## config.mk

```make
export PLATFORM = sky130hd
export DESIGN_NAME = dup_target_flat
export DESIGN_NICKNAME = d
export VERILOG_FILES = /design/src/core/dup_pkg.sv /design/src/core/dup_link_if.sv /design/src/core/dup_target.sv /design/src/flat_wrapper.sv
export SDC_FILE = /design/constraint.sdc
export NUM_CORES = 1
export LEC_CHECK = 0
export BUFFER_PORTS_ARGS = -buffer_cell sky130_fd_sc_hd__buf_4
export CAP_MARGIN = 5
export CORE_MARGIN = 1
export CORE_UTILIZATION = 35
export CTS_CLUSTER_DIAMETER = 200
export CTS_CLUSTER_SIZE = 40
export DETAILED_ROUTE_END_ITERATION = 7
export PLACE_DENSITY_LB_ADDON = 0.05
export SLEW_MARGIN = 15
export SYNTH_ARGS = -nofsm -noshare
export SYNTH_HDL_FRONTEND = slang
export SYNTH_SLANG_ARGS = --single-unit
```

## constraint.sdc

```tcl
create_clock -name clk -period 2.5 [get_ports clk]
set_clock_uncertainty 0.05 [all_clocks]
set_input_delay 0.125 -clock clk [delete_from_list [all_inputs] [get_ports clk]]
set_output_delay 0.125 -clock clk [all_outputs]
set_load 0.05 [all_outputs]
```

## src/core/dup_pkg.sv

```systemverilog
// Shared constants for the bootstrap duplicator link
package dup_pkg;
    localparam int          CLK_HZ            = 25000000;
    localparam int          BAUD              = 115200;
    localparam int          BIT_CYCLES        = CLK_HZ / BAUD;
    localparam logic [7:0]  BAUD_CHAR         = 8'hFF;
    localparam logic [7:0]  READY_CHAR        = 8'hFF;
    localparam int          PAUSE_BITS        = 40;
    localparam int          VPP_STABLE_MS     = 200;
    localparam int          VPP_STABLE_CYCLES = (CLK_HZ / 1000) * VPP_STABLE_MS;
    localparam int          IMAGE_BYTES       = 12288;
    localparam int          PROG_TIME_CYCLES  = 50;
    localparam logic [15:0] PROG_START_ADDR   = 16'hD000;
    localparam logic [15:0] EEPROM_START_ADDR = 16'hB600;
    localparam int          STUB_LEN          = 4;
endpackage : dup_pkg

```

## src/core/dup_link_if.sv

```systemverilog
// Serial link and control wires between host and target
`timescale 1ns/100ps
interface dup_link_if;
    logic host_tx;
    logic target_tx_out;
    logic target_tx_oe;
    logic target_reset_drive;
    logic target_rx_oe;
    wire  target_tx_line = target_tx_oe ? target_tx_out : 1'b1;
    modport host (output host_tx, output target_reset_drive,
                  input target_tx_out, input target_tx_oe, input target_tx_line);
    modport target (input host_tx, input target_reset_drive,
                    output target_tx_out, output target_tx_oe, output target_rx_oe);
endinterface : dup_link_if

```

## src/core/dup_target.sv

```systemverilog
// Target end: bootstrap loader and byte programming utility
//
// Summary of operation
// - Send break first after leaving reset
// - Boot sets port D open-drain select
// - Other port D pins stay inputs
// - Serial pins undriven while in reset
// - Break as first char jumps EEPROM
// - Host holds target reset from start
// - Host waits for target break
// - Host leads with all-ones baud char
// - Pause after program ends load
// - Keep serial on, preset time, address
// - Stub clears open-drain, enters utility
// - Host senses voltage presence only
// - Host waits 200 ms stable voltage
// - Program, read back, echo each byte
// - Host aborts on mismatch, LEDs off
// - Host signals success after 12 Kbytes
// - Reset, modes low: emulation mode
// - Mode pins sampled only during reset
// - Utility sends all-ones when ready
`timescale 1ns/100ps
module dup_target (
    input  wire logic        clk,
    input  wire logic        sys_rst,
    dup_link_if.target       link,
    input  wire logic        mode_select_a,
    input  wire logic        mode_select_b,
    output logic             emulation_mode,
    output logic             port_d_open_drain_select,
    output logic             eeprom_jump,
    output logic [15:0]      prog_addr,
    output logic [7:0]       prog_data,
    output logic             prog_strobe
);
    typedef enum logic [8:0] {
        S_RESET = 9'h001, S_BREAK = 9'h002, S_BAUD  = 9'h004,
        S_LOAD  = 9'h008, S_STUB  = 9'h010, S_READY = 9'h020,
        S_WAIT  = 9'h040, S_PROG  = 9'h080, S_ECHO  = 9'h100
    } tstate_e;

    tstate_e     state;
    logic        rx_m, rx_s, rst_m, rst_s, ma_m, ma_s, mb_m, mb_s;
    logic [1:0]  mode_latched;
    logic [15:0] cnt;
    logic [7:0]  mem [0:255];
    logic [7:0]  stub_cnt;
    logic        first_char;
    // Receiver
    logic        rx_busy;
    logic [3:0]  rx_bit;
    logic [15:0] rx_cnt;
    logic [7:0]  rx_sh;
    logic        rx_done;
    logic        rx_break;
    logic [7:0]  rx_data;
    logic [15:0] idle_cnt;
    // Transmitter
    logic        tx_busy;
    logic [3:0]  tx_bit;
    logic [15:0] tx_cnt;
    logic [9:0]  tx_sh;
    logic        tx_start;
    logic [9:0]  tx_frame;
    logic        in_reset;
    logic        pause_seen;

    always_ff @(posedge clk) begin
        rx_m  <= link.host_tx;
        rx_s  <= rx_m;
        rst_m <= link.target_reset_drive;
        rst_s <= rst_m;
        ma_m  <= mode_select_a;
        ma_s  <= ma_m;
        mb_m  <= mode_select_b;
        mb_s  <= mb_m;
    end

    assign in_reset = sys_rst | ~rst_s;
    // Held off in the first cycle out of reset, before wire-OR is on
    assign link.target_tx_oe  = ~in_reset & (state != S_RESET)
                                & (~port_d_open_drain_select | ~tx_sh[0]);
    assign link.target_rx_oe  = 1'b0;
    assign link.target_tx_out = tx_sh[0];
    assign emulation_mode = in_reset & (mode_latched == 2'b00);
    assign pause_seen = (idle_cnt >= 16'(dup_pkg::PAUSE_BITS * dup_pkg::BIT_CYCLES));

    // Mode pins latched only while reset held
    always_ff @(posedge clk) begin
        if (in_reset) begin
            mode_latched <= {mb_s, ma_s};
        end
    end

    // Receiver, 8N1; all-zero frame flags break
    always_ff @(posedge clk) begin
        rx_done  <= 1'b0;
        if (in_reset) begin
            rx_busy  <= 1'b0;
            rx_cnt   <= '0;
            rx_bit   <= '0;
            idle_cnt <= '0;
            rx_break <= 1'b0;
            rx_data  <= 8'h00;
            rx_sh    <= 8'h00;
        end else if (!rx_busy) begin
            if (!rx_s) begin
                rx_busy  <= 1'b1;
                rx_cnt   <= 16'(dup_pkg::BIT_CYCLES / 2);
                rx_bit   <= '0;
                idle_cnt <= '0;
            end else if (!pause_seen) begin
                idle_cnt <= idle_cnt + 16'd1;
            end
        end else if (rx_cnt == 16'd0) begin
            rx_cnt <= 16'(dup_pkg::BIT_CYCLES - 1);
            rx_bit <= rx_bit + 4'd1;
            if (rx_bit >= 4'd1 && rx_bit <= 4'd8) begin
                rx_sh <= {rx_s, rx_sh[7:1]};
            end
            if (rx_bit == 4'd9) begin
                rx_busy  <= 1'b0;
                rx_done  <= 1'b1;
                rx_data  <= rx_sh;
                rx_break <= ~rx_s & (rx_sh == 8'h00);
            end
        end else begin
            rx_cnt <= rx_cnt - 16'd1;
        end
    end

    // Transmitter; all-zero frame with low stop is a break
    always_ff @(posedge clk) begin
        if (in_reset) begin
            tx_busy <= 1'b0;
            tx_sh   <= 10'h3FF;
            tx_cnt  <= '0;
            tx_bit  <= '0;
        end else if (tx_start && !tx_busy) begin
            tx_busy <= 1'b1;
            tx_sh   <= tx_frame;
            tx_cnt  <= 16'(dup_pkg::BIT_CYCLES - 1);
            tx_bit  <= '0;
        end else if (tx_busy) begin
            if (tx_cnt == 16'd0) begin
                tx_cnt <= 16'(dup_pkg::BIT_CYCLES - 1);
                tx_sh  <= {1'b1, tx_sh[9:1]};
                tx_bit <= tx_bit + 4'd1;
                if (tx_bit == 4'd9) begin
                    tx_busy <= 1'b0;
                end
            end else begin
                tx_cnt <= tx_cnt - 16'd1;
            end
        end
    end

    assign tx_start = (state == S_BREAK) || (state == S_READY)
                      || (state == S_ECHO && cnt == 16'd0);
    assign tx_frame = (state == S_BREAK) ? 10'h000 :
                      (state == S_READY) ? {1'b1, dup_pkg::READY_CHAR, 1'b0} :
                      {1'b1, mem[8'hFF], 1'b0};

    // Boot sequence and programming utility
    always_ff @(posedge clk) begin
        prog_strobe <= 1'b0;
        if (in_reset) begin
            state       <= S_RESET;
            port_d_open_drain_select <= 1'b0;
            eeprom_jump <= 1'b0;
            prog_addr   <= dup_pkg::PROG_START_ADDR;
            prog_data   <= 8'h00;
            cnt         <= '0;
            stub_cnt    <= '0;
            first_char  <= 1'b1;
        end else begin
            unique case (state)
                S_RESET: begin
                    port_d_open_drain_select <= 1'b1;
                    state <= S_BREAK;
                end
                S_BREAK: if (!tx_busy) state <= S_BAUD;
                S_BAUD: if (rx_done) begin
                    if (rx_break && first_char) begin
                        eeprom_jump <= 1'b1;
                        prog_addr   <= dup_pkg::EEPROM_START_ADDR;
                        state       <= S_RESET;
                    end else begin
                        first_char <= 1'b0;
                        state      <= S_LOAD;
                    end
                end
                S_LOAD: begin
                    if (rx_done) begin
                        mem[stub_cnt] <= rx_data;
                        stub_cnt      <= stub_cnt + 8'd1;
                    end else if (pause_seen && stub_cnt != 8'd0) begin
                        state <= S_STUB;
                    end
                end
                S_STUB: begin
                    // Downloaded stub modeled as clearing open-drain select
                    port_d_open_drain_select <= 1'b0;
                    prog_addr <= dup_pkg::PROG_START_ADDR;
                    state     <= S_READY;
                end
                S_READY: state <= S_WAIT;
                S_WAIT: if (rx_done) begin
                    prog_data   <= rx_data;
                    prog_strobe <= 1'b1;
                    mem[8'hFF]  <= rx_data;
                    cnt         <= 16'(dup_pkg::PROG_TIME_CYCLES);
                    state       <= S_PROG;
                end
                S_PROG: begin
                    if (cnt == 16'd0) state <= S_ECHO;
                    else cnt <= cnt - 16'd1;
                end
                S_ECHO: if (!tx_busy) begin
                    prog_addr <= prog_addr + 16'd1;
                    state     <= S_WAIT;
                end
                default: state <= S_RESET;
            endcase
        end
    end
endmodule : dup_target

```

## src/flat_wrapper.sv

```systemverilog
// flat-port wrapper written by rule: the top's interface ports become plain ports
module dup_target_flat 
  (clk, sys_rst, mode_select_a, mode_select_b, emulation_mode, port_d_open_drain_select, eeprom_jump, prog_addr, prog_data, prog_strobe, link_host_tx, link_target_reset_drive, link_target_tx_out, link_target_tx_oe, link_target_rx_oe);
  dup_link_if link_i ();
  input  wire logic clk;
  input  wire logic sys_rst;
  input  wire logic mode_select_a;
  input  wire logic mode_select_b;
  output logic emulation_mode;
  output logic port_d_open_drain_select;
  output logic eeprom_jump;
  output logic [15:0] prog_addr;
  output logic [7:0] prog_data;
  output logic prog_strobe;
  input wire logic [$bits(link_i.host_tx)-1:0] link_host_tx;
  input wire logic [$bits(link_i.target_reset_drive)-1:0] link_target_reset_drive;
  output wire logic [$bits(link_i.target_tx_out)-1:0] link_target_tx_out;
  output wire logic [$bits(link_i.target_tx_oe)-1:0] link_target_tx_oe;
  output wire logic [$bits(link_i.target_rx_oe)-1:0] link_target_rx_oe;
  assign link_i.host_tx = link_host_tx;
  assign link_i.target_reset_drive = link_target_reset_drive;
  assign link_target_tx_out = link_i.target_tx_out;
  assign link_target_tx_oe = link_i.target_tx_oe;
  assign link_target_rx_oe = link_i.target_rx_oe;
  dup_target u_core (.clk(clk), .sys_rst(sys_rst), .link(link_i), .mode_select_a(mode_select_a), .mode_select_b(mode_select_b), .emulation_mode(emulation_mode), .port_d_open_drain_select(port_d_open_drain_select), .eeprom_jump(eeprom_jump), .prog_addr(prog_addr), .prog_data(prog_data), .prog_strobe(prog_strobe));
endmodule
```

Yosys cells after proc, flatten, opt, wreduce, memory -nomap -nowiden. Memories as Yosys holds them, arrays and structs flattened. Cells that the tools add are included. Widths: inputs -> output; s select.

Register bits: 157. Bits in writable memories: 2048. Bits of input ports: 6. Output and inout port bits: 31. Logic and storage cells: 168. Memories: 1.

Add/sub/neg operators: 8. Order comparisons: 3. Equality and inequality tests: 24. Mux-type cells: 52. Bitwise logic cells: 14. Reduce and logical (&&, ||, !) cells: 35.

Memory list: u_core.mem (depth 256, bits a word 8, read ports 1, clocked after Yosys merged registers in 0, write ports 1, RTL line dup_target.sv:47) `logic [7:0] mem [0:255];`.

Operators with widths (count): $mux 16 (11); $pmux 9 s9 (1); $mux 9 (8); $logic_not 16->1 (3); $pmux 16 s3 (1); $sub 16x1->16 const B (3); $mux 10 (4); $add 16x1->16 const B (2); $mux 8 (4); $pmux 16 s2 (1); $mux 1 (17); $ge 16x14->1 const B (1); $mux 4 (4); $reduce_and 3->1 (5); $ne 2x2->1 const B (7); $reduce_and 2->1 (6); $ne 2x1->1 const B (5); $eq 9x1->1 const B (1); $eq 9x2->1 const B (1); $eq 9x3->1 const B (1); $eq 9x4->1 const B (1); $eq 9x5->1 const B (1); $eq 9x6->1 const B (1); $eq 9x7->1 const B (1); other kinds (25) (46).

Longest topological paths before layout.
Depth in word-level cells: 6. Depth in mapped cells: 10. Depth with buffers taken out: 8.

Worst setup path before layout. No wires, ideal clock.

Path kind: reg-to-reg. Start point: register u_core.state[7]. End point: memory u_core.mem[255][0] (enable). Library setup time: 375 ps. Arrival: 2140 ps. Data required time: 2075 ps. Setup slack: -66 ps. Cell stages (with the launch flop): 8. Buffers on the path: 1. Period minus slack after synthesis: 2566 ps. Cells stage by stage: dfxtp_1 > clkbuf_1 > nor3_2 > nand4_1 > nor3_1 > and4_1 > nand2_1 > a21oi_1.

Longest elaborated chain between the ends: 6. Elaborated cells between the ends (all ways): 11. Classes of those cells: 2 x eq/ne; 8 x mux; 1 x reduce/logical.

RTL lines: start: declaration (RTL line dup_target.sv:43) `tstate_e state;`; start signal: assignment (RTL line dup_target.sv:169) `state <= S_RESET;`; start signal: assignment (RTL line dup_target.sv:181) `state <= S_BREAK;`; start signal: assignment (RTL line dup_target.sv:183) `S_BREAK: if (!tx_busy) state <= S_BAUD;`; $eq 9x7->1 (RTL line dup_target.sv:178) `unique case (state)`; $mux 1 (2 in a row); $mux 1 (not written as such) (RTL line dup_target.sv:212) `mem[8'hFF] <= rx_data;`; $reduce_or 8->1 (no line); $mux 8 (no line) or $mux 1 (tied branches); end: declaration (RTL line dup_target.sv:47).

Several ways; a longest one is shown, not always the timed one.

Final worst setup path.
Start point: register u_core.state[6]. End point: output port link_target_tx_oe.

Longest elaborated chain between the ends: 3.

RTL lines: $ne 9x1->1 (RTL line dup_target.sv:82) `assign link.target_tx_oe = ~in_reset & (state != S_RESET)`; $and 1x1->1 (RTL line dup_target.sv:82); $and 1x1->1 (RTL line dup_target.sv:83) `& (~port_d_open_drain_select | ~tx_sh[0]);`; end: declaration (RTL line flat_wrapper.sv:18) `output wire logic [$bits(link_i.target_tx_oe)-1:0] link_target_tx_oe;`.

Every way passes these cells.

==> flow_summary.toml <==
[run_status]
outcome = "completed"

[cts]
cts-root-buf = "clkbuf_16"
clk_pin_slew_ns = 0.06
cts_tree = "done"
clock_sinks = 165
clk_path_buf_depth = 2
numCtsBuffers = 17
insertion_delay_ns = 0.42
htree_num_levels = 4

[critical_path]
critical-path-top-delay-family = "simple AND/OR/NAND/NOR gates"
critPathLaunchType = "flip-flop"
worst-path-buf-inv = 2
crit_path_top_delay_cell = "dfxtp_1"
crit_arrival_ns = 2.15
critPathMaxStageDelay_ns = 0.42
crit_fanout = 10
rr_worst_depth = 8
crit_chain = "nor3_2, buf_4, nand2_1, nor4b_2, a211oi_1, buf_4"
endpoint_kind = "primary output"
critPathKind = "flip-flop to primary output"
cp_common_cell = "buf_4"
cp.depth = 6
required_ns = 2.33
r2r_slack_ns = 0.19

[pwr]
max-vdd-ir-drop_uv = 389
seqPwrFrac_pct = 50.5
powerDensity_nw_per_um2 = 605
p_comb_share_pct = 5.3
p_leak_nw = 3.41
internal_power_mw = 4.08
p_sw_mw = 1.27
p_sw_share_pct = 23.8
clockPowerShare_pct = 44.2

[sta]
period_needed_ns = 2.33
hold_viol = 0
slew_headroom_pct = 41.4
slew_viol_final = 0
whs_ns = 0.114
max_freq_mhz = 430
tns_ns = 0
setup_violations = 0
post-route-period-util_pct = 93.0
max_slew.worst_pin.slew_ns = 0.868
rsz0062_at_grt = "no"

[grt]
use_met3_pct = 3.87
grt_pass1_vias = 5828
groute.usage.overall_pct = 16.8
top_usage_layer = "met2"
grt_util_met2_pct = 27.4
grt-ovfl-total = 0
grt_antenna_before_repair = 1
grt_pass1_wl_mm = 29.6
use_met1_pct = 22.2
grt_max_degree = 41

[yosys]
synth-main-ff-cell = "dfxtp_1"
synth.area.top_cells = "dfxtp_1, nor2_1, xor2_1"
ys_seq_area_share_pct = 45.4
netlist.top_cell.by_area = "dfxtp_1"
postSynthCellCount = 821
syn_area_sq_um = 7490
synth_edf_count = 10
yosys_warnings = 0
synth_area_per_cell_sq_um = 9.12
synth_top_area_share_pct = 41.4
syn-num-nets = 843
ys_seq_elements = 165
synthDistinctLibCells = 82
synthArstFlopShare_pct = 0

[min_path]
hold_depth = 4
hold_path.class = "input pin to flip-flop"

[detailed_routing]
ant_nets = 0
wl_per_cell_um = 15.1
dr_total_vias = 6084
wl_mm = 17.7
drt_iter0_drc = 289
first_pass_iters = 5
drc = 0
vias_per_cell = 5.19

[layout]
layout-drive-gt1-share_pct = 14.8
final_cell_area_sq_um = 8850
nets = 906
area_delta_synth_final_pct = 18.2
n_antenna_cell = 0

[placed_design]
gp_congestion = 0.838
placed_cell_area_sq_um = 8250
portBuffers = 35
dp_hpwl_mm = 12.5

[die]
rows = 53
ios = 37
dieWidth_um = 148
coreArea_sq_um = 21000
die_h_um = 148
start_util_pct = 35.6
dieArea_sq_um = 22000

[run]
max_cap_violations = 0
## power by group through the flow
stage / combinational, mW / clock [mW] / sequential (mW)
after floorplan: 0.190 / 0 / 2.76
after detailed placement: 0.276 / 0 / 2.76
final: 0.284 / 2.37 / 2.70
after global placement: 0.275 / 0 / 2.76
after CTS: 0.283 / 2.46 / 2.70
after global routing: 0.315 / 2.57 / 2.71
## synthesized netlist by cell type, types with 3 or more instances
master	count
xnor2_1	18
o21ai_0	21
a31oi_1	9
ha_1	16
or3_1	4
a211oi_1	4
dfxtp_1	155
a311oi_1	12
nor3_1	23
nor2b_1	8
nand4_1	29
o221ai_1	7
inv_1	21
edfxtp_1	10
nor4b_1	6
xor2_1	41
clkbuf_1	26
o211a_1	3
and4_1	7
mux2i_1	21
and2_1	6
or4_1	3
nand2_1	55
o21a_1	3
buf_2	5
nor2_1	126
and3_1	11
nor3b_1	5
nor4_2	3
nand3b_1	4
nor4_1	11
o31ai_1	3
nand3_1	20
a22o_1	9
o21ai_1	11
a21oi_1	43
## logic make-up (layout without fill, tap and decap cells)
| group | after synthesis | in the layout | synth area share (%) |
|---|---|---|---|
| AND/OR/NAND/NOR | 344 | 344 | 24.5 |
| buffers and inverters | 61 | 137 | 3.44 |
| XOR/XNOR | 59 | 59 | 6.90 |
| AO/OA/AOI/OAI | 154 | 154 | 14.2 |
| adder cells (fa/ha/maj) | 16 | 16 | 2.67 |
| other | 1 | 1 | 0.0501 |
| multiplexers | 21 | 21 | 2.81 |
| flip-flops | 165 | 165 | 45.4 |
## area by class of cell
class	count	area [sq um]
Clock buffer	21	450
Clock inverter	11	76.3
Tap cell	275	344
Sequential cell	165	3400
Timing Repair Buffer	81	643
Inverter	24	90.1
Multi-Input combinational cell	595	3840
Fill cell	2026	12200
## path summary, 6_finish.rpt
path | from | endpoint
max | u_core.state[6] | link_target_tx_oe
min | sys_rst | u_core.first_char
max reg2reg | u_core.stub_cnt[0] | u_core.prog_addr[15]
min reg2reg | u_core.ma_m | u_core.ma_s
## repair_timing
| item | CTS | global route |
|---|---|---|
| hold endpoints to repair | 4 | 0 |
| cloned | 0 | 0 |
| setup buffers | 0 | 1 |
| resized for setup | 1 | 1 |
| hold buffers | 4 | 0 |
| endpoints found under the setup margin | 1 | 14 |
## metal layers
metal  up-vias  wire [um]  share of wire (%)
met5         -          0                  0
met4         0        187                1.1
met3        14        491                2.8
met2        92       8240                 47
met1      2903       8760                 50
li1       3075          -                  -
## flip-flops by register name, indices dropped and copies added, names as in the netlist, 8 cells and up
signal            cells
u_core.cnt           16
u_core.rx_sh          8
u_core.mem            8
u_core.idle_cnt      16
u_core.state          9
u_core.tx_sh         10
u_core.prog_addr     16
u_core.tx_cnt        16
u_core.rx_cnt        16
u_core.stub_cnt       8
u_core.rx_data        8
u_core.prog_data      8
## stage by stage
step | std cells | util (%) | setup WS, ns | power, mW
6_report | 1172 | 42.1 | 0.174 | 5.36
5_1_grt | 1172 | 42.1 | 0.0292 | 5.59
4_1_cts | 1171 | 42.0 | 0.153 | 5.44
3_5_place_dp | 1135 | 39.3 | 0.213 | 3.04
3_3_place_gp | 1135 | 39.3 | 0.247 | 3.04
2_1_floorplan | 821 | - | 0.114 | 2.95
## cells in the final DEF, fill, tap and decap left out, types with 23 or more instances in the layout
cell	netlist	layout
nand2_1	55	55
buf_4	2	75
nor3_1	23	23
xor2_1	41	41
nor2_1	126	126
nand4_1	29	29
dfxtp_1	155	155
a21oi_1	43	42
## worst reg2reg max path, stage by stage, from the launching register on
cell      delay, ns
dfxtp_1        0.43
inv_1          0.07
ha_1           0.19
nor4b_1        0.14
a21oi_1        0.14
o41ai_1        0.18
a211o_1        0.36
or4_1          0.50
a21boi_1       0.14
Power figures use the tool's default switching activity.
